File: src/hw/ccpcs_regs.svh
// register indices, field positions, reset values and fixed counts
`ifndef CCPCS_REGS_SVH
`define CCPCS_REGS_SVH
// ****************************************
// register indices (byte address = 4 * index)
// ****************************************
`define CCPCS_IDX_PCL    8'h02
`define CCPCS_IDX_PCH    8'h0a
`define CCPCS_IDX_INTC   8'h0b
`define CCPCS_IDX_PFLG   8'h0c
`define CCPCS_IDX_OPT    8'h81
`define CCPCS_IDX_PEN    8'h8c
`define CCPCS_IDX_PWR    8'h8e
`define CCPCS_IDX_TRIM   8'h8f
`define CCPCS_IDX_ALT0   8'h82
`define CCPCS_IDX_ALT1   8'h8a
`define CCPCS_IDX_ALT2   8'h8b
// ****************************************
// field positions
// ****************************************
`define CCPCS_B_GIE      7
`define CCPCS_B_PERIPHERAL_INT_ENABLE     6
`define CCPCS_B_T0IE     5
`define CCPCS_B_XIE      4
`define CCPCS_B_PCIE     3
`define CCPCS_B_TIMER_OVERFLOW_FLAG     2
`define CCPCS_B_XIF      1
`define CCPCS_B_PCIF     0
`define CCPCS_B_CONV     6
`define CCPCS_B_POR      1
`define CCPCS_B_PUD      7
`define CCPCS_B_XEDGE    6
`define CCPCS_B_TCS      5
`define CCPCS_B_TSE      4
`define CCPCS_B_PSA      3
`define CCPCS_F_RATE     2:0
`define CCPCS_F_FINE     7:4
`define CCPCS_F_FINE_Q   5:2
`define CCPCS_B_FAST     3
`define CCPCS_B_SLOW     2
`define CCPCS_F_TRIM     7:2
`define CCPCS_F_LATCH    4:0
// ****************************************
// reset values and constants
// ****************************************
`define CCPCS_RST_OPT    8'hff
`define CCPCS_RST_TRIM   6'h1c
`define CCPCS_INT_VEC    13'h0004
`define CCPCS_PAGE_TOP   2'h0
`define CCPCS_STK_DEPTH  8
`endif

File: src/hw/ccpcs_pkg.sv
// types shared by the core control block
package ccpcs_pkg;
  typedef struct packed {
    logic        step;
    logic        call;
    logic        jump;
    logic        ret;
    logic        return_from_int_instr;
    logic [10:0] target;
  } ccpcs_core_s;

  typedef struct packed {
    logic [3:0] fine;
    logic       faster;
    logic       slower;
  } ccpcs_trim_s;

  typedef enum logic [0:0] {
    CCPCS_RUN,
    CCPCS_POP
  } ccpcs_state_e;

  function automatic logic [7:0] ccpcs_mask(input logic [2:0] rate, input logic extra);
    logic [8:0] m;
    m = (9'h001 << ({1'b0, rate} + {3'h0, extra})) - 9'h001;
    return m[7:0];
  endfunction : ccpcs_mask
endpackage : ccpcs_pkg

File: src/hw/ccpcs_top.sv
// core control registers, program counter and return stack
//
// Contract
// - prescaler goes to timer or watchdog; watchdog-assigned means timer counts 1:1.
// - rate code n divides timer by 2^(n+1), watchdog by 2^n.
// - flags set on their condition regardless of any enable bit.
// - interrupt taken only with global enable and source enable both one.
// - converter interrupt additionally gated by the peripheral enable bit.
// - timer overflow flag set on overflow, held until software writes zero.
// - external flag set on selected pin edge, held until software clears.
// - port change flag set when any of three pins changes, held.
// - converter done sets flag bit 6; enable bit 6 enables it.
// - power-on status bit cleared only by power-on reset.
// - oscillator gets four-bit fine trim in bits 7:4, faster and slower.
// - with faster and slower both set, only faster acts.
// - 13-bit program counter; low byte is a register, upper bits hidden.
// - whole program counter cleared by every reset; the code clears it on presetn only, not on por_rstn.
// - low byte write loads upper counter bits from latch bits 4:0.
// - call and jump targets from address field; latch bits 4:3 ignored.
// - adding to the low byte never carries into upper counter bits.
// - eight-entry 13-bit return stack, pointer not visible to software.
// - push on call and interrupt vector; pop on all three returns.
// - pushes and pops leave the high holding latch untouched.
// - stack is circular, no overflow or underflow status.
`timescale 1ns/1ps
`include "ccpcs_regs.svh"
module ccpcs_top
  import ccpcs_pkg::*;
(
  input  wire logic        pclk,
  input  wire logic        presetn,
  input  wire logic        por_rstn,
  input  wire logic        psel,
  input  wire logic        penable,
  input  wire logic        pwrite,
  input  wire logic [11:0] paddr,
  input  wire logic [31:0] pwdata,
  output logic      [31:0] prdata,
  output logic             pready,
  output logic             pslverr,
  input  ccpcs_core_s      core_cmd,
  input  wire logic        instr_tick,
  input  wire logic        wdt_tick,
  input  wire logic        ext_interrupt_pin,
  input  wire logic [2:0]  change_pins,
  input  wire logic        timer_overflow,
  input  wire logic        conv_done,
  output logic      [12:0] pc_q,
  output logic             int_taken_q,
  output logic             timer_inc_q,
  output logic             wdt_inc_q,
  output logic             pullup_disable_q,
  output ccpcs_trim_s      trim_q
);
  // ****************************************
  // apb decode
  // ****************************************
  logic [7:0]   intc_q;
  logic         conv_flag_q;
  logic [7:0]   opt_q;
  logic         conv_en_q;
  logic         por_q;
  logic [5:0]   osc_q;
  logic [4:0]   latch_q;
  logic [31:0]  prdata_q;
  logic         pready_q;
  logic         pslverr_q;
  logic         xpin_q;
  logic [2:0]   chg_q;
  logic [2:0]   sp_q;
  logic [2:0]   sp_d;
  logic [12:0]  pc_d;
  logic [12:0]  stk_rdata;
  ccpcs_state_e st_q;
  ccpcs_state_e st_d;
  logic         tmr_inc;
  logic         wd_inc;

  wire [7:0] idx    = paddr[9:2];
  wire       setup  = psel & ~penable;
  wire       access = psel & penable & pready_q;
  wire       wr     = access & pwrite;
  wire [7:0] wd     = pwdata[7:0];
  wire       hit_pcl  = (idx == `CCPCS_IDX_PCL) | (idx == `CCPCS_IDX_ALT0);
  wire       hit_pch  = (idx == `CCPCS_IDX_PCH) | (idx == `CCPCS_IDX_ALT1);
  wire       hit_intc = (idx == `CCPCS_IDX_INTC) | (idx == `CCPCS_IDX_ALT2);
  wire       hit_pflg = idx == `CCPCS_IDX_PFLG;
  wire       hit_opt  = idx == `CCPCS_IDX_OPT;
  wire       hit_pen  = idx == `CCPCS_IDX_PEN;
  wire       hit_pwr  = idx == `CCPCS_IDX_PWR;
  wire       hit_trim = idx == `CCPCS_IDX_TRIM;
  wire       mapped   = (paddr[11:10] == 2'h0) & (hit_pcl | hit_pch | hit_intc | hit_pflg |
                        hit_opt | hit_pen | hit_pwr | hit_trim);
  wire       wr_ok    = wr & ~pslverr_q;

  wire [7:0] rd_mux =
      hit_pcl  ? pc_q[7:0] :
      hit_pch  ? {3'h0, latch_q} :
      hit_intc ? intc_q :
      hit_pflg ? {1'b0, conv_flag_q, 6'h00} :
      hit_opt  ? opt_q :
      hit_pen  ? {1'b0, conv_en_q, 6'h00} :
      hit_pwr  ? {6'h00, por_q, 1'b0} :
      hit_trim ? {osc_q, 2'h0} : 8'h00;

  always_ff @(posedge pclk or negedge presetn) begin
    if (!presetn) begin
      prdata_q  <= 32'h0000_0000;
      pready_q  <= 1'b0;
      pslverr_q <= 1'b0;
    end else begin
      pready_q  <= setup;
      pslverr_q <= setup & ~mapped;
      if (setup) prdata_q <= mapped ? {24'h00_0000, rd_mux} : 32'h0000_0000;
    end
  end

  assign prdata  = prdata_q;
  assign pready  = pready_q;
  assign pslverr = pslverr_q;

  // ****************************************
  // pin events and prescaler
  // ****************************************
  wire xrise = ext_interrupt_pin & ~xpin_q;
  wire xfall = ~ext_interrupt_pin & xpin_q;
  // 1 selects rising edge for the interrupt
  wire x_ev  = opt_q[`CCPCS_B_XEDGE] ? xrise : xfall;
  // timer source edge 1 counts high-to-low
  wire t_pin = opt_q[`CCPCS_B_TSE] ? xfall : xrise;
  wire t_ev  = opt_q[`CCPCS_B_TCS] ? t_pin : instr_tick;
  wire c_ev  = |(change_pins ^ chg_q);

  ccpcs_prescaler u_pre (
    .pclk             (pclk),
    .presetn          (presetn),
    .timer_ev         (t_ev),
    .wdt_ev           (wdt_tick),
    .prescaler_assign (opt_q[`CCPCS_B_PSA]),
    .prescale_rate    (opt_q[`CCPCS_F_RATE]),
    .timer_inc        (tmr_inc),
    .wdt_inc          (wd_inc)
  );

  always_ff @(posedge pclk or negedge presetn) begin
    if (!presetn) begin
      xpin_q      <= 1'b0;
      chg_q       <= 3'h0;
      timer_inc_q <= 1'b0;
      wdt_inc_q   <= 1'b0;
    end else begin
      xpin_q      <= ext_interrupt_pin;
      chg_q       <= change_pins;
      timer_inc_q <= tmr_inc;
      wdt_inc_q   <= wd_inc;
    end
  end

  // ****************************************
  // interrupt control and flags
  // ****************************************
  wire   run  = st_q == CCPCS_RUN;
  wire   pend_per = intc_q[`CCPCS_B_PERIPHERAL_INT_ENABLE] & conv_en_q & conv_flag_q;
  wire   pend = intc_q[`CCPCS_B_GIE] & (
                (intc_q[`CCPCS_B_T0IE] & intc_q[`CCPCS_B_TIMER_OVERFLOW_FLAG]) |
                (intc_q[`CCPCS_B_XIE] & intc_q[`CCPCS_B_XIF]) |
                (intc_q[`CCPCS_B_PCIE] & intc_q[`CCPCS_B_PCIF]) | pend_per);
  // interrupts are only taken between instructions, never under a branch
  wire   take = pend & run & core_cmd.step & ~core_cmd.call & ~core_cmd.jump & ~core_cmd.ret;
  wire   do_ret = run & core_cmd.ret;

  wire       wr_intc = wr_ok & hit_intc;
  wire [7:0] intc_w  = wr_intc ? wd : intc_q;
  logic [7:0] intc_d;

  always_comb begin
    intc_d = intc_w;
    // set wins over a software clear in the same cycle
    if (timer_overflow) intc_d[`CCPCS_B_TIMER_OVERFLOW_FLAG] = 1'b1;
    if (x_ev) intc_d[`CCPCS_B_XIF] = 1'b1;
    if (c_ev) intc_d[`CCPCS_B_PCIF] = 1'b1;
    if (take) intc_d[`CCPCS_B_GIE] = 1'b0;
    else if (do_ret & core_cmd.return_from_int_instr) intc_d[`CCPCS_B_GIE] = 1'b1;
  end

  wire conv_d = conv_done | ((wr_ok & hit_pflg) ? wd[`CCPCS_B_CONV] : conv_flag_q);

  always_ff @(posedge pclk or negedge presetn) begin
    if (!presetn) begin
      intc_q      <= 8'h00;
      conv_flag_q <= 1'b0;
      conv_en_q   <= 1'b0;
      opt_q       <= `CCPCS_RST_OPT;
      osc_q       <= `CCPCS_RST_TRIM;
      latch_q     <= 5'h00;
      int_taken_q <= 1'b0;
    end else begin
      intc_q      <= intc_d;
      conv_flag_q <= conv_d;
      int_taken_q <= take;
      if (wr_ok & hit_pen) conv_en_q <= wd[`CCPCS_B_CONV];
      if (wr_ok & hit_opt) opt_q <= wd;
      if (wr_ok & hit_trim) osc_q <= wd[`CCPCS_F_TRIM];
      // only software reaches the latch; stack traffic leaves it alone
      if (wr_ok & hit_pch) latch_q <= wd[`CCPCS_F_LATCH];
    end
  end

  // power-on flag lives on its own reset so other resets keep it
  always_ff @(posedge pclk or negedge por_rstn) begin
    if (!por_rstn) por_q <= 1'b0;
    else if (wr_ok & hit_pwr) por_q <= wd[`CCPCS_B_POR];
  end

  // ****************************************
  // configuration outputs
  // ****************************************
  always_ff @(posedge pclk or negedge presetn) begin
    if (!presetn) begin
      pullup_disable_q <= 1'b1;
      trim_q           <= '0;
    end else begin
      pullup_disable_q <= opt_q[`CCPCS_B_PUD];
      // stored trim drops the two unused low bits, so fields sit two places down
      trim_q.fine      <= osc_q[`CCPCS_F_FINE_Q];
      trim_q.faster    <= osc_q[`CCPCS_B_FAST - 2];
      trim_q.slower    <= osc_q[`CCPCS_B_SLOW - 2] & ~osc_q[`CCPCS_B_FAST - 2];
    end
  end

  // ****************************************
  // program counter and stack
  // ****************************************
  wire        push    = take | (run & core_cmd.call);
  wire [12:0] pc_inc  = pc_q + 13'h0001;
  wire [12:0] push_pc = take ? pc_q : pc_inc;
  wire [12:0] jmp_pc  = {`CCPCS_PAGE_TOP, core_cmd.target};
  wire [2:0]  sp_dec  = sp_q - 3'h1;

  ccpcs_stack_mem u_stk (
    .pclk    (pclk),
    .we      (push),
    .waddr   (sp_q),
    .wdata   (push_pc),
    .raddr   (sp_dec),
    .rdata_q (stk_rdata)
  );

  always_comb begin
    pc_d = pc_q;
    sp_d = sp_q;
    st_d = st_q;
    case (st_q)
      CCPCS_RUN: begin
        if (wr_ok & hit_pcl) begin
          // 8-bit write, so an added offset wraps inside the block
          pc_d = {latch_q, wd};
        end else if (take) begin
          pc_d = `CCPCS_INT_VEC;
          sp_d = sp_q + 3'h1;
        end else if (core_cmd.call) begin
          pc_d = jmp_pc;
          sp_d = sp_q + 3'h1;
        end else if (core_cmd.jump) begin
          pc_d = jmp_pc;
        end else if (core_cmd.ret) begin
          sp_d = sp_dec;
          st_d = CCPCS_POP;
        end else if (core_cmd.step) begin
          pc_d = pc_inc;
        end
      end
      CCPCS_POP: begin
        pc_d = stk_rdata;
        st_d = CCPCS_RUN;
      end
      default: st_d = CCPCS_RUN;
    endcase
  end

  always_ff @(posedge pclk or negedge presetn) begin
    if (!presetn) begin
      pc_q     <= 13'h0000;
      sp_q     <= 3'h0;
      st_q     <= CCPCS_RUN;
    end else begin
      pc_q     <= pc_d;
      sp_q     <= sp_d;
      st_q     <= st_d;
    end
  end
endmodule : ccpcs_top

File: src/hw/ccpcs_prescaler.sv
// shared timer / watchdog prescaler
`timescale 1ns/1ps
`include "ccpcs_regs.svh"
module ccpcs_prescaler
  import ccpcs_pkg::*;
(
  input  wire logic       pclk,
  input  wire logic       presetn,
  input  wire logic       timer_ev,
  input  wire logic       wdt_ev,
  input  wire logic       prescaler_assign,
  input  wire logic [2:0] prescale_rate,
  output logic            timer_inc,
  output logic            wdt_inc
);
  logic [7:0] cnt_q;
  logic [7:0] cnt_d;
  wire        src_ev  = prescaler_assign ? wdt_ev : timer_ev;
  // timer divides by 2^(n+1), watchdog by 2^n
  wire [7:0]  mask    = ccpcs_mask(prescale_rate, ~prescaler_assign);
  wire        div_out = src_ev & ((cnt_q & mask) == mask);

  assign cnt_d     = src_ev ? cnt_q + 8'h01 : cnt_q;
  assign timer_inc = prescaler_assign ? timer_ev : div_out;
  assign wdt_inc   = prescaler_assign ? div_out : wdt_ev;

  always_ff @(posedge pclk or negedge presetn) begin
    if (!presetn) cnt_q <= 8'h00;
    else cnt_q <= cnt_d;
  end
endmodule : ccpcs_prescaler

File: src/hw/ccpcs_stack_mem.sv
// return address storage, registered read
`timescale 1ns/1ps
module ccpcs_stack_mem (
  input  wire logic        pclk,
  input  wire logic        we,
  input  wire logic [2:0]  waddr,
  input  wire logic [12:0] wdata,
  input  wire logic [2:0]  raddr,
  output logic      [12:0] rdata_q
);
  logic [12:0] mem [0:7];

  always_ff @(posedge pclk) begin
    if (we) mem[waddr] <= wdata;
    rdata_q <= mem[raddr];
  end
endmodule : ccpcs_stack_mem

File: config.mk
export PLATFORM = sky130hd
export DESIGN_NAME = ccpcs_top
export DESIGN_NICKNAME = d
export VERILOG_FILES = /design/src/hw/ccpcs_pkg.sv /design/src/hw/ccpcs_top.sv /design/src/hw/ccpcs_prescaler.sv /design/src/hw/ccpcs_stack_mem.sv
export VERILOG_INCLUDE_DIRS = /design/src /design/src/hw
export SDC_FILE = /design/constraint.sdc
export NUM_CORES = 1
export LEC_CHECK = 0
export BUFFER_PORTS_ARGS = -buffer_cell sky130_fd_sc_hd__buf_2
export CORE_UTILIZATION = 57
export CTS_CLUSTER_SIZE = 12
export DETAILED_ROUTE_END_ITERATION = 8
export PLACE_DENSITY = 0.83
export SETUP_SLACK_MARGIN = 0.15
export SLEW_MARGIN = 20
export SYNTH_ARGS = -nofsm -noshare
export SYNTH_HDL_FRONTEND = slang
export SYNTH_SLANG_ARGS = --single-unit
File: constraint.sdc
create_clock -name pclk -period 4.8 [get_ports pclk]
set_input_delay 0.96 -clock pclk [delete_from_list [all_inputs] [get_ports pclk]]
set_output_delay 0.96 -clock pclk [all_outputs]
set_load 0.005 [all_outputs]
# Yosys cells after proc, flatten, opt, wreduce, memory -nomap -nowiden
# Memories as Yosys holds them, arrays and structs flattened. A register that Yosys moved wholly into a read port is not among the register bits.
# Index checks and enable logic that the tools add are counted.
[totals]
ramBits = 104
ff_bits = 103
inputBits = 74
elab_cells = 163
memories = 1
output_inout_bits = 57
[op_classes]
n_shift = 1
n_reduce_logical = 9
bitwise_logic = 62
mux = 42
addsub = 6
eq_ne = 15
[memory_table]
columns = ["name", "words", "word_bits", "read_ports", "rd_ports_with_merged_regs", "wr", "line", "source"]
rows = [
  ["u_stk.mem", 8, 13, 1, 1, 1, "ccpcs_stack_mem.sv:11", "logic [12:0] mem [0:7];"],
]
[ops]
columns = ["op", "count"]
rows = [
  ["13-bit 2-to-1 mux", 7],
  ["8-bit 2-to-1 mux", 10],
  ["8-bit equality test (second input constant)", 7],
  ["1-bit AND", 33],
  ["13-bit case mux with 2 select lines", 1],
  ["8-bit by 4-bit equality test with 1-bit output (second input constant)", 3],
  ["1-bit 2-to-1 mux", 19],
  ["1-bit bitwise OR", 15],
  ["13-bit by 1-bit adder with 13-bit output (second input constant)", 1],
  ["3-bit 2-to-1 mux", 4],
  ["6-bit by 4-bit inequality test with 1-bit output (second input constant)", 2],
  ["1-bit inverter", 12],
  ["8-bit by 1-bit adder with 8-bit output (second input constant)", 1],
  ["8-bit AND", 1],
  ["8-bit by 2-bit equality test with 1-bit output (second input constant)", 1],
  ["8-bit equality test", 1],
  ["1-bit by 4-bit left shift with 8-bit output (first input constant)", 1],
  ["8-bit by 1-bit subtractor with 8-bit output (second input constant)", 1],
  ["2-bit nonzero test", 3],
  ["3-bit nonzero test", 2],
  ["3-bit by 1-bit adder with 4-bit output", 1],
  ["4-bit AND reduction", 1],
  ["3-bit by 1-bit adder with 3-bit output (second input constant)", 1],
  ["3-bit by 1-bit inequality test with 1-bit output (second input constant)", 1],
  ["6 further kinds", 6],
]

# Logic depth before layout (Yosys ltp)
# Gate-level depths: netlist (run 1).
[depth]
word_depth = 13
mapped_depth = 14
ltp_nobuf = 13

# Hierarchy
# A second synthesis (run 1) with hierarchy kept.
[hier_totals]
hier_cells = 713
hier_area_um2 = 9399.0
[by_module_without_submodules]
columns = ["module", "cells_per_inst", "instances", "seq_area_each_um2", "area_each_um2"]
rows = [
  ["ccpcs_stack_mem", 176, 1, 3383.2, 4315.4],
  ["ccpcs_top", 434, 1, 1791.7, 4200.3],
  ["ccpcs_prescaler", 103, 1, 200.2, 883.3],
]

# Worst setup path before layout (run 1)
# No wires, ideal clock.
[synth_path]
path_type = "reg2reg"
from = "reg opt_q[0]"
to = "reg wdt_inc_q"
n_path_buf = 1
setup_slack_ns = 1.408
required_ns = 4.660
stages_incl_launch_ff = 13
setup_time_ns = 0.140
period_less_slack_ns = 3.392
arrival_ns = 3.252
cell_sequence = "dfstp_2 > ha_1 > ha_1 > clkbuf_1 > a21boi_0 > a21oi_1 > or3_1 > ha_1 > or4b_2 > a21oi_1 > o22ai_1 > o311ai_0 > o32ai_1"
[synth_via]
elab_chain_len = 7
[synth_lines]
columns = ["item", "line", "source"]
rows = [
  ["from (decl)", "ccpcs_top.sv:60", "logic [7:0] opt_q;"],
  ["from (signal assigned)", "ccpcs_top.sv:193", "opt_q <= `CCPCS_RST_OPT;"],
  ["from (signal assigned)", "ccpcs_top.sv:202", "if (wr_ok & hit_opt) opt_q <= wd;"],
  ["3-bit by 1-bit adder with 4-bit output *", "ccpcs_pkg.sv:25", "m = (9'h001 << ({1'b0, rate} + {3'h0, extra})) - 9'h001;"],
  ["1-bit by 4-bit left shift with 8-bit output *", "ccpcs_pkg.sv:25", ""],
  ["8-bit by 1-bit subtractor with 8-bit output *", "ccpcs_pkg.sv:25", ""],
  ["8-bit AND", "ccpcs_prescaler.sv:21", "wire div_out = src_ev & ((cnt_q & mask) == mask);"],
  ["8-bit equality test *", "ccpcs_prescaler.sv:21", ""],
  ["1-bit AND *", "ccpcs_prescaler.sv:21", ""],
  ["1-bit 2-to-1 mux *", "ccpcs_prescaler.sv:25", "assign wdt_inc = prescaler_assign ? div_out : wdt_ev;"],
  ["net u_pre.wdt_inc", "ccpcs_prescaler.sv:14", "output logic wdt_inc"],
  ["to (signal assigned)", "ccpcs_top.sv:155", "wdt_inc_q <= wd_inc;"],
  ["to (decl)", "ccpcs_top.sv:51", "output logic wdt_inc_q,"],
]
# The timed path passes the listed nets; every way through them passes the cells marked *.
# A chain may end at the register's enable or synchronous reset.

# Worst setup path after layout (run 1)
# Same ends and word-level chain as after synthesis.

==> summary.txt, run 1 <==
Run status
  • Status: complete, no violations

Timing
  • Worst Skew: 0.01048 ns
  • Min Tclk post-route: 3.646 ns
  • RSZ-0062 raised after global routing: no
  • Max Clock Freq: 274.2 MHz
  • Setup Viol. Count Final: 0
  • WHS: 0.2888 ns
  • Worst-Margin Slew: 1.027 ns
  • Setup TNS: 0 ns
  • Tcrit/Tclk final: 75.97%
  • Max Slew Vio Count: 0
  • Slew HR: 31.38%
  • Final Hold Fails: 0

Route
  • DR WL/cell: 20.38 um
  • Total number of vias: 6,038
  • 1st-pass router iterations: 7
  • Final WL: 20,010 um
  • Final ANT Viol Nets: 0
  • DRT iter0 DRCs: 620
  • Vias per cell: 6.149
  • DR DRC count: 0

Die
  • Rows: 45
  • Chip height: 128.0 um
  • Initial Utilization: 58.86%
  • I/O pin total: 131
  • Area of the die: 16,380 um^2
  • Placeable core region: 15,370 um^2
  • Die width: 128.0 um

Finish
  • Post-layout nets: 839
  • Cell area after layout: 10,170 um^2
  • Area delta synth->final: 12.43%
  • Share of layout cells above drive strength 1: 28.02%
  • Diodes inserted: 0
  • Non-filler cells, final: 982
  • Fin util: 66.18%

GRT
  • Met3 Use GR: 5.676%
  • Total global-route track usage: 25.88%
  • GRT met2 Usage: 43.48%
  • Largest net degree at the start of global routing: 79
  • First-pass GRT wire length: 31,220 um
  • GR Overflow Total: 0
  • Met1 usage: 32.76%
  • Vias in the first global route: 5,890
  • Grt peak-use layer: met2
  • Initial antenna violation count: 0

Synth
  • Synth cell types: 73
  • Asr flop ratio synth: 40.31%
  • Cell count after synthesis: 684
  • Synth Cell Area: 9047 um^2
  • Yosys reg bits: 196
  • Number of synthesized flops with an enable pin: 104
  • Dominant synthesized flop cell: edfxtp_1
  • Seq/Total Area, Yosys: 59.41%
  • Syn_area_per_cell: 13.23 um^2
  • Syn. warnings: 0

Clock tree
  • Clk buf depth: 2
  • Post-cts sizing count: 0
  • Root buf cell: clkbuf_16
  • Post-CTS setup buffer count: 0
  • Worst skew pair latency: 0.44 ns
  • H-Tree Depth: 4
  • # hold bufs at CTS: 0
  • Clk pin slew, worst setup/hold paths: 0.07 ns
  • Inserted Clock Buffers: 17
  • CTS tree: done
  • CTS Sinks: 196

Placed design
  • Placed Area: 9575 um^2
  • DP HPWL: 13,480 um
  • GPL Wtd Cong: 0.8946
  • Port buffer count: 80
  • Placed Instances: 950

Power and ir drop
  • Internal power: 3517 uW
  • Leakage power: 0.003945 uW
  • Logic gate share of total power: 25.4%
  • Net Sw Frac: 29.13%
  • Seq pwr share: 45.7%
  • Clock power frac: 28.9%
  • Net Switching: 1446 uW
  • Maximum vdd drop: 312.0 uV
  • PD cells: 487.8 nW/um^2

Worst setup path
  • Crit-path max FO: 8
  • Worst r2r path cells: 11
  • FF-to-FF End: wdt_inc_q
  • CP Class: reg2reg
  • FF-to-FF setup slack: 1.15 ns
  • CP Data Arrival Time: 3.95 ns
  • Req. time, crit path: 5.10 ns
  • Crit path launch: opt_q[0]
  • Worst reg2reg startpoint: opt_q[0]
  • Worst setup SP type: flop
  • Setup crit end kind: flop

Flow run
  • Max-Cap Viols: 0

Worst hold path
  • Worst Hold Class: in2async
cells in the final DEF, fill, tap and decap left out, types with 6 or more instances in the layout:
cell,count
nand2b_1,11
buf_4,12
mux2_2,37
buf_2,79
conb_1,24
edfxtp_1,104
clkbuf_16,17
mux4_2,26
nor3_1,13
a21oi_1,16
xor2_1,11
nand3b_1,6
o22ai_1,8
a31oi_1,8
nor2_1,23
mux2i_1,12
dfrtp_1,67
dfstp_2,12
inv_1,16
nand3_1,20
nand4_1,11
ha_1,6
nand2_1,61
xnor2_1,25
dfxtp_1,13
o21ai_0,22
worst max-delay path by stage:
stage | end
after floorplan | wdt_inc_q
after global placement | wdt_inc_q
after detailed placement | wdt_inc_q
after CTS | wdt_inc_q
after global routing | wdt_inc_q
final | wdt_inc_q
sequential cells by signal (all words and copies together), names as in the netlist:
register	count
intc_q	8
timer_inc_q	1
xpin_q	1
u_stk.mem	104
opt_q	8
u_stk.rdata_q	13
pready	1
u_pre.cnt_q	8
pullup_disable_q	1
prdata	8
sp_q	3
chg_q	3
conv_en_q	1
latch_q	5
trim_q	6
st_q	1
pc_q	13
conv_flag_q	1
wdt_inc_q	1
int_taken_q	1
osc_q	6
por_q	1
pslverr	1
worst max-delay path, stage by stage, from the launching register on:
cell and delay, ns:
dfstp_2 0.56, ha_1 0.21, ha_1 0.32, a21boi_0 0.37
a21oi_1 0.16, or3_1 0.33, ha_1 0.29, or4b_2 0.71
a21oi_1 0.17, o22ai_1 0.09, o311ai_0 0.14, o32ai_1 0.17
per-layer routing:
layer	vias up	wire [um]
li1	2667	-
met1	2985	8150
met2	334	9831
met3	52	1470
met4	0	562
met5	-	0
kinds of logic (layout without fill, tap and decap cells):
group | Yosys count | after routing | share of synthesized area, %
multiplexers | 75 | 75 | 12.40
XOR/XNOR | 37 | 37 | 3.582
other | 1 | 24 | 0.04145
AO/OA/AOI/OAI | 108 | 108 | 8.339
adder cells (fa/ha/maj) | 7 | 7 | 0.9680
flip-flops | 196 | 196 | 59.41
AND/OR/NAND/NOR | 184 | 184 | 10.93
buffers and inverters | 76 | 140 | 4.329
synth_stat cells, types with 3 or more instances:
master,n,area [um^2]
mux2_2,37,416.7
edfxtp_1,104,3123
ha_1,7,87.58
and4_1,3,26.28
a21oi_1,16,80.08
o2bb2ai_1,4,35.03
a21boi_0,3,22.52
nand2b_1,11,68.82
dfrtp_1,67,1677
clkbuf_1,22,82.58
nand2_1,61,229.0
o31ai_1,3,22.52
dfxtp_1,13,260.3
nor2b_1,5,31.28
a31oi_1,8,50.05
a221oi_1,5,43.79
mux4_2,26,585.6
buf_4,25,187.7
nor2_1,23,86.33
o311ai_1,3,26.28
and3_1,3,18.77
nand3b_1,6,45.04
xnor2_1,25,219.0
o22ai_1,8,50.05
a222oi_1,3,30.03
inv_1,16,60.06
a221o_1,4,40.04
nor3_1,15,75.07
mux2i_1,12,120.1
nand3_1,20,100.1
o21ai_0,22,110.1
or3_1,3,18.77
o211ai_1,5,37.54
nand4_1,11,68.82
buf_2,10,50.05
dfstp_2,12,315.3
a21o_1,3,22.52
xor2_1,12,105.1
a22o_1,3,26.28
final cells by class:
type,instances,area [um^2]
inverters,17,63.81
clock inverters,13,143.9
flip-flops and latches,196,5375
multi-input cells,435,3387
fillers,1072,5199
clock buffers,19,452.9
repair buffers,91,485.5
well taps,211,264.0
per-stage QoR:
step / total power, uW / setup WS (ns)
global placement: 3501 / 1.274
CTS: 4979 / 1.194
global route: 5181 / 0.9471
finish: 4962 / 1.154
floorplan: 3188 / 1.408
detailed placement: 3552 / 1.225
power groups by stage:
stage / Sequential [uW] / Combinational, uW / Clock [uW]
3_5_place_dp: 2290 / 1260 / 0
6_report: 2270 / 1260 / 1430
4_1_cts: 2260 / 1280 / 1440
2_1_floorplan: 2210 / 983 / 0
5_1_grt: 2290 / 1380 / 1510
3_3_place_gp: 2270 / 1230 / 0
Note: power is estimated with default switching activity, not from simulation.
==> run 2: changes to the inputs <==
--- a/config.mk
+++ b/config.mk
@@ -6,11 +6,12 @@
 export SDC_FILE = /design/constraint.sdc
 export NUM_CORES = 1
 export LEC_CHECK = 0
+export ABC_AREA = 1
 export BUFFER_PORTS_ARGS = -buffer_cell sky130_fd_sc_hd__buf_2
-export CORE_UTILIZATION = 57
+export CORE_UTILIZATION = 52
 export CTS_CLUSTER_SIZE = 12
 export DETAILED_ROUTE_END_ITERATION = 8
-export PLACE_DENSITY = 0.83
+export PLACE_DENSITY = 0.79
 export SETUP_SLACK_MARGIN = 0.15
 export SLEW_MARGIN = 20
 export SYNTH_ARGS = -nofsm -noshare
==> constraint.sdc (replaced) <==
create_clock -name pclk -period 3.3 [get_ports pclk]
set_input_delay 0.66 -clock pclk [delete_from_list [all_inputs] [get_ports pclk]]
set_output_delay 0.66 -clock pclk [all_outputs]
set_load 0.005 [all_outputs]
==> run 2 against run 1 <==
Compared with the run above: non-clock buffer count grew 13; sequential cell count is the same; highest routed layer unchanged; critical path depth shrank 3; sequential power grew 42%; utilization shrank 5.5 points; total power grew 54%; synthesized cell count grew 47%; setup slack lost 0.58 ns; first-iteration DRC count grew 29%; final area grew 3.5%.
==> summary.txt, run 2 <==
Run status
  • Status: complete, no violations

Worst setup path
  • Req. time, crit path: 3.44 ns (-1.66 ns)
  • CP Data Arrival Time: 2.87 ns (-1.08 ns)
  • FF-to-FF End: u_stk.mem[3][8]
  • CP Class: reg2reg
  • FF-to-FF setup slack: 0.57 ns (-0.58 ns)
  • Worst setup SP type: flop
  • Worst r2r path cells: 8 (-3)
  • Worst reg2reg startpoint: st_q
  • Setup crit end kind: flop
  • Critical Path Max Stage Delay: 0.45 ns (-0.26 ns)
  • CP dominant cell by count: nand2_2
  • Slowest cell on crit path: dfrtp_1
  • Crit-path max FO: 27 (+19)
  • Critical path cell sequence: inv_2, nand3_1, nor3_2, nand2_2, nand2_2, nand2_1, nor4_2, buf_4

Finish
  • Top reg by flops: u_stk.mem
  • Area delta synth->final: 13.29%
  • Diodes inserted: 0 (unchanged)
  • Max reg flops: 104 (unchanged)
  • Commonest non-fill, non-tap cell in the layout: nand2_1
  • Top Registers: u_stk.mem: 104 flops, pc_q: 13 flops, u_stk.rdata_q: 13 flops
  • Commonest cells after routing, fill and taps aside: 192 x nand2_1, 141 x nor2_1, 121 x o21ai_0
  • Share of layout cells above drive strength 1: 17.22% (-11 points)
  • Post-layout nets: 1,177 (+40%)
  • Fin util: 60.65% (-5.5 points)

Route
  • DRT iter0 DRCs: 797 (+29%)
  • DR DRC count: 0 (unchanged)
  • 1st-pass router iterations: 6 (-1)
  • Final WL: 21,990 um (+9.9%)
  • Vias per cell: 5.472 (-11%)
  • Total number of vias: 7,300 (+21%)
  • DR WL/cell: 16.48 um (-19%)
  • Final ANT Viol Nets: 0 (unchanged)

Synth
  • Asr flop ratio synth: 40.31% (unchanged)
  • Number of synthesized flops with an enable pin: 104 (unchanged)
  • Syn. warnings: 0 (unchanged)
  • Dominant synthesized flop cell: edfxtp_1
  • Top post-synthesis cells by area: edfxtp_1 34%, dfrtp_1 18%, nand2_1 7.8%, o21ai_0 6.5%, nor2_1 5.7%
  • Yosys reg bits: 196 (unchanged)
  • Syn_area_per_cell: 9.219 um^2 (-30%)
  • Synth Cell Area: 9293 um^2 (+2.7%)
  • Synth top cells by count: 192 x nand2_1, 141 x nor2_1, 121 x o21ai_0
  • Seq/Total Area, Yosys: 57.84% (-1.6 points)
  • Area fraction of the dominant cell type after synthesis: 33.61% (-0.91 points)
  • Cell count after synthesis: 1,008 (+47%)
  • Synth area leader: edfxtp_1
  • Synth cell types: 45 (-38%)
  • Count leader, synth: nand2_1

Timing
  • Max Slew Vio Count: 0 (unchanged)
  • Min Tclk post-route: 2.728 ns (-0.9182 ns)
  • Max Clock Freq: 366.5 MHz (+34%)
  • Setup Viol. Count Final: 0 (unchanged)
  • Worst-Margin Slew: 1.070 ns (+0.04261 ns)
  • WHS: 0.3459 ns (+0.05704 ns)
  • Final Hold Fails: 0 (unchanged)
  • Setup TNS: 0 ns (unchanged)
  • Worst Skew: 0.01537 ns (+0.004886 ns)
  • Tcrit/Tclk final: 82.67% (+6.7 points)
  • RSZ-0062 raised after global routing: no
  • Slew HR: 27.92% (-3.5 points)

Worst hold path
  • WHS Path Cells: 1
  • Worst Hold Class: in2reg
  • Min-delay src: change_pins[0]
  • WHS Endpoint: chg_q[0]

Die
  • Die width: 135.7 um (+6.0%)
  • Area of the die: 18,410 um^2 (+12%)
  • Placeable core region: 17,360 um^2 (+13%)
  • I/O pin total: 131 (unchanged)
  • Rows: 48 (+6.7%)
  • Initial Utilization: 53.54% (-5.3 points)
  • Chip height: 135.7 um (+6.0%)

Clock tree
  • Clk buf depth: 2 (unchanged)
  • Worst skew pair latency: 0.45 ns (about the same)
  • Post-cts sizing count: 0 (unchanged)
  • CTS Sinks: 196 (unchanged)
  • Root buf cell: clkbuf_16
  • CTS tree: done
  • H-Tree Depth: 4 (unchanged)
  • Inserted Clock Buffers: 17 (unchanged)
  • Clk pin slew, worst setup/hold paths: 0.08 ns (about the same)

Power and ir drop
  • Maximum vdd drop: 598.4 uV (+92%)
  • PD cells: 723.7 nW/um^2 (+48%)
  • Leakage power: 0.004592 uW (+16%)

GRT
  • Initial antenna violation count: 0 (unchanged)
  • First-pass GRT wire length: 34,530 um (+11%)
  • Vias in the first global route: 6,819 (+16%)
  • Largest net degree at the start of global routing: 79 (unchanged)
  • GR Overflow Total: 0 (unchanged)
  • Total global-route track usage: 24.93% (-0.95 points)

Placed design
  • DP HPWL: 14,920 um (+11%)
  • GPL Wtd Cong: 0.9399 (+5.1%)
  • Port buffer count: 80 (unchanged)

Flow run
  • Max-Cap Viols: 0 (unchanged)
-- run 2: changes by cell type after synthesis, sizes merged, moves of 37 or more --
cell	delta
inv	+66
nand3	+40
mux2	-37
nor2	+122
o21ai	+111
nand2	+138
-- run 2: power by group --
part	total, uW	internal, uW	leakage [uW]	switching (uW)
logic	2390	796	0.00230	1590
clock network	2010	1010	0.000276	1000
registers	3220	3040	0.00202	178
-- run 2: cell type report --
class	count	area, um^2
well taps	225	281.5
clock inverters	13	137.6
clock buffers	19	432.9
fillers	1454	6829
multi-input cells	690	3388
inverters	87	326.6
flip-flops and latches	196	5375
repair buffers	104	585.6
-- run 2: how the worst max path moves through the flow --
stage | startpoint | to | slack (ns) | cells past startpoint
3_5_place_dp | core_cmd[13] | u_stk.mem[3][7] | 0.59 | 9
2_1_floorplan | core_cmd[13] | u_stk.mem[2][0] | 0.17 | 7
6_report | st_q | u_stk.mem[3][8] | 0.57 | 8
3_3_place_gp | core_cmd[13] | u_stk.mem[3][7] | 0.69 | 9
5_1_grt | st_q | u_stk.mem[3][5] | 0.40 | 8
4_1_cts | st_q | u_stk.mem[3][11] | 0.61 | 8
-- run 2: layer usage --
layer	routed length (um)	global-route usage [%]	vias up
li1	-	-	3522
met1	8850	31.21	3407
met2	10870	41.38	315
met3	1556	4.826	56
met4	713	12.11	0
met5	0	0	-
-- run 2: per-stage QoR --
| stage | instance area [um^2] | power (uW) | worst slack, ns | std cells |
|---|---|---|---|---|
| 3_5_place_dp | 9947 | 5647 | 0.5923 | 1301 |
| 5_1_grt | 10530 | 8048 | 0.3987 | 1334 |
| 3_3_place_gp | 9947 | 5553 | 0.6852 | 1301 |
| 4_1_cts | 10530 | 7627 | 0.6095 | 1334 |
| 6_report | 10530 | 7619 | 0.5718 | 1334 |
| 2_1_floorplan | 9379 | 4862 | 0.1694 | 1031 |
-- run 2: repair_timing --
action	4_1_cts	5_1_grt
buffers inserted	0	0
endpoints found under the hold margin	1	0
hold buffers	1	0
-- run 2: logic make-up after synthesis --
family          count (synthesis)  synth area share [%]
buf+inv                       145                 7.190
simple gates                  444                 20.52
xor+xnor                       16                 1.508
mux                             2                0.2154
flops                         196                 57.84
other cells                     1               0.04035
compound gates                197                 11.74
fa+ha+maj                       7                0.9425
-- run 2: worst max-delay path: cells and delay by family (launching register included) --
kind / cells / cell delay, ns
simple gates: 6 / 1.28
flops: 1 / 0.45
buf+inv: 2 / 0.68
==> run 3: changes to the inputs <==
==> constraint.sdc (replaced) <==
create_clock -name pclk -period 2.5 [get_ports pclk]
set_input_delay 0.5 -clock pclk [delete_from_list [all_inputs] [get_ports pclk]]
set_output_delay 0.5 -clock pclk [all_outputs]
set_load 0.005 [all_outputs]
==> run 3 against run 2 <==
Compared with the run above: utilization grew 1.1 points; non-clock buffer count rose by 11; via count down 0.19%; first-iteration DRC count fell by 28%; global-route usage shrank 0.61 points; sequential power increased by 32%; combinational power up 32%; clock-buffer cell count decreased by 2; critical path type unchanged; highest routed layer unchanged.
==> summary.txt, run 3 (synthesized netlist as in run 2, its figures left out) <==
Finish
  • Top reg by flops: u_stk.mem
  • Post-layout nets: 1,188 (+0.93%)
  • Commonest cells after routing, fill and taps aside: 191 x nand2_1, 140 x nor2_1, 115 x o21ai_0
  • Max reg flops: 104 (unchanged)
  • Diodes inserted: 0 (unchanged)
  • Area delta synth->final: 15.31%
  • Share of layout cells above drive strength 1: 18.84% (+1.6 points)
  • Top Registers: u_stk.mem: 104 flops, pc_q: 13 flops, u_stk.rdata_q: 13 flops
  • Commonest non-fill, non-tap cell in the layout: nand2_1

Worst setup path
  • CP Class: reg2reg
  • Req. time, crit path: 2.86 ns (-0.58 ns)
  • Crit-path max FO: 5 (-81%)
  • Setup crit end kind: flop
  • CP Data Arrival Time: 2.60 ns (-0.27 ns)
  • Worst setup SP type: flop

Timing
  • Slew HR: 35.19% (+7.3 points)
  • Setup Viol. Count Final: 0 (unchanged)
  • WHS: 0.02632 ns (-0.3196 ns)
  • Max Clock Freq: 447.9 MHz (+22%)
  • Tcrit/Tclk final: 89.30% (+6.6 points)
  • Min Tclk post-route: 2.233 ns (-0.4957 ns)
  • Final Hold Fails: 0 (unchanged)
  • RSZ-0062 raised after global routing: yes
  • Worst-Margin Slew: 0.9620 ns (-0.1079 ns)
  • Worst Skew: 0.01878 ns (+0.003412 ns)
  • Max Slew Vio Count: 0 (unchanged)

GRT
  • Vias in the first global route: 6,730 (-1.3%)
  • Total global-route track usage: 24.32% (-0.61 points)
  • GR Overflow Total: 0 (unchanged)
  • Initial antenna violation count: 0 (unchanged)
  • First-pass GRT wire length: 33,730 um (-2.3%)
  • Largest net degree at the start of global routing: 59 (-25%)

Power and ir drop
  • Logic gate share of total power: 30.9% (-0.4 points)
  • Leakage power: 0.004677 uW (+1.8%)
  • Total power: 10,220 uW (+34%)
  • Maximum vdd drop: 634.4 uV (+6.0%)
  • Clock power frac: 27.6% (+1.2 points)
  • Seq pwr share: 41.5% (-0.8 points)
  • PD cells: 953.5 nW/um^2 (+32%)
  • Net Sw Frac: 36.66% (+0.27 points)
  • Net Switching: 3745 uW (+35%)
  • Internal power: 6471 uW (+34%)

Route
  • Total number of vias: 7,286 (-0.19%)
  • DR WL/cell: 15.92 um (-3.4%)
  • DRT iter0 DRCs: 572 (-28%)
  • 1st-pass router iterations: 5 (-1)
  • DR DRC count: 0 (unchanged)
  • Vias per cell: 5.417 (-1.0%)
  • Final ANT Viol Nets: 0 (unchanged)
  • Final WL: 21,420 um (-2.6%)

Clock tree
  • Clk pin slew, worst setup/hold paths: 0.08 ns (about the same)
  • H-Tree Depth: 4 (unchanged)
  • CTS Sinks: 196 (unchanged)
  • Root buf cell: clkbuf_16
  • Worst skew pair latency: 0.45 ns (about the same)
  • CTS tree: done
  • Inserted Clock Buffers: 17 (unchanged)
  • Clk buf depth: 2 (unchanged)

Die
  • Area of the die: 18,410 um^2 (unchanged)
  • I/O pin total: 131 (unchanged)
  • Placeable core region: 17,360 um^2 (unchanged)
  • Chip height: 135.7 um (unchanged)
  • Rows: 48 (unchanged)
  • Initial Utilization: 53.54% (unchanged)
  • Die width: 135.7 um (unchanged)

Placed design
  • GPL Wtd Cong: 0.9607 (+2.2%)
  • Port buffer count: 80 (unchanged)
  • DP HPWL: 15,250 um (+2.2%)

Run status
  • Status: complete, no violations

Worst hold path
  • Worst Hold Class: in2async

Flow run
  • Max-Cap Viols: 0 (unchanged)
run 3: changes by cell type in the layout (fill, tap and decap cells not counted), moves of 2 or more:
cell,change
inv_8,+2
clkinv_4,-2
inv_12,+5
o21ai_1,+6
ha_4,+2
inv_6,-2
ha_1,-2
buf_4,+10
clkbuf_1,-2
o21ai_0,-6
run 3: worst max-delay path: stages, from the launching register on:
cell,delay (ns)
dfstp_2,0.54
inv_2,0.06
ha_4,0.17
ha_4,0.16
inv_1,0.07
nand2_1,0.07
nand2_2,0.12
nand3_1,0.10
ha_1,0.31
o22ai_1,0.07
a21oi_1,0.13
nand3_1,0.08
nor2_1,0.09
nand2_1,0.08
a21oi_1,0.12
run 3: final cells by class:
class                      instances  area, um^2
fill                            1421        6641
sequential                       196        5375
multi-input combinational        690        3427
timing repair buffer             115       680.7
clock buffer                      17       425.4
inverter                          87       326.6
tap                              225       281.5
clock inverter                    15       198.9
run 3: power groups by stage:
stage | logic (uW) | clock network [uW] | registers, uW
after floorplan | 2200 | 0 | 4240
after global placement | 3050 | 0 | 4290
after detailed placement | 3120 | 0 | 4300
after CTS | 3140 | 2860 | 4240
after global routing | 3590 | 3000 | 4290
final | 3150 | 2820 | 4240
run 3: worst paths after layout:
kind | startpoint | to | slack, ns | cells past startpoint
worst min-delay path | presetn | intc_q[6] | 0.03 | 1
min in group pclk | change_pins[0] | chg_q[0] | 0.18 | 1
max in group asynchronous | presetn | sp_q[1] | 1.89 | 2
worst min register to register | opt_q[7] | pullup_disable_q | 0.39 | 0
worst max-delay path | opt_q[3] | wdt_inc_q | 0.27 | 14
worst max register to register | opt_q[3] | wdt_inc_q | 0.27 | 14
run 3: through the flow:
stage                     instance area (um^2)  util [%]  std cells  setup TNS [ns]  setup WS (ns)
final                                    10720     61.74       1345               0         0.2675
after global routing                     10720     61.74       1345               0        0.07756
after global placement                   10030     57.77       1310               0         0.1051
after floorplan                           9404         -       1031          -7.871        -0.1514
after detailed placement                 10030     57.77       1310               0        0.06508
after CTS                                10670     61.45       1343               0         0.1477
run 3: what timing repair did:
action,in CTS,in global routing
hold endpoints to repair,1,0
pin swaps,0,1
cloned,0,0
gates resized for setup,3,10
hold buffers,1,0
setup buffers,0,2
endpoints found under the setup margin,7,32
run 3: per-layer routing:
| layer | global-route usage (%) | vias to the layer above | wire length (um) |
|---|---|---|---|
| met3 | 4.714 | 59 | 1635 |
| met2 | 39.37 | 326 | 10230 |
| li1 | - | 3556 | - |
| met1 | 30.91 | 3345 | 8714 |
| met5 | 0 | - | 0 |
| met4 | 12.80 | 0 | 835 |
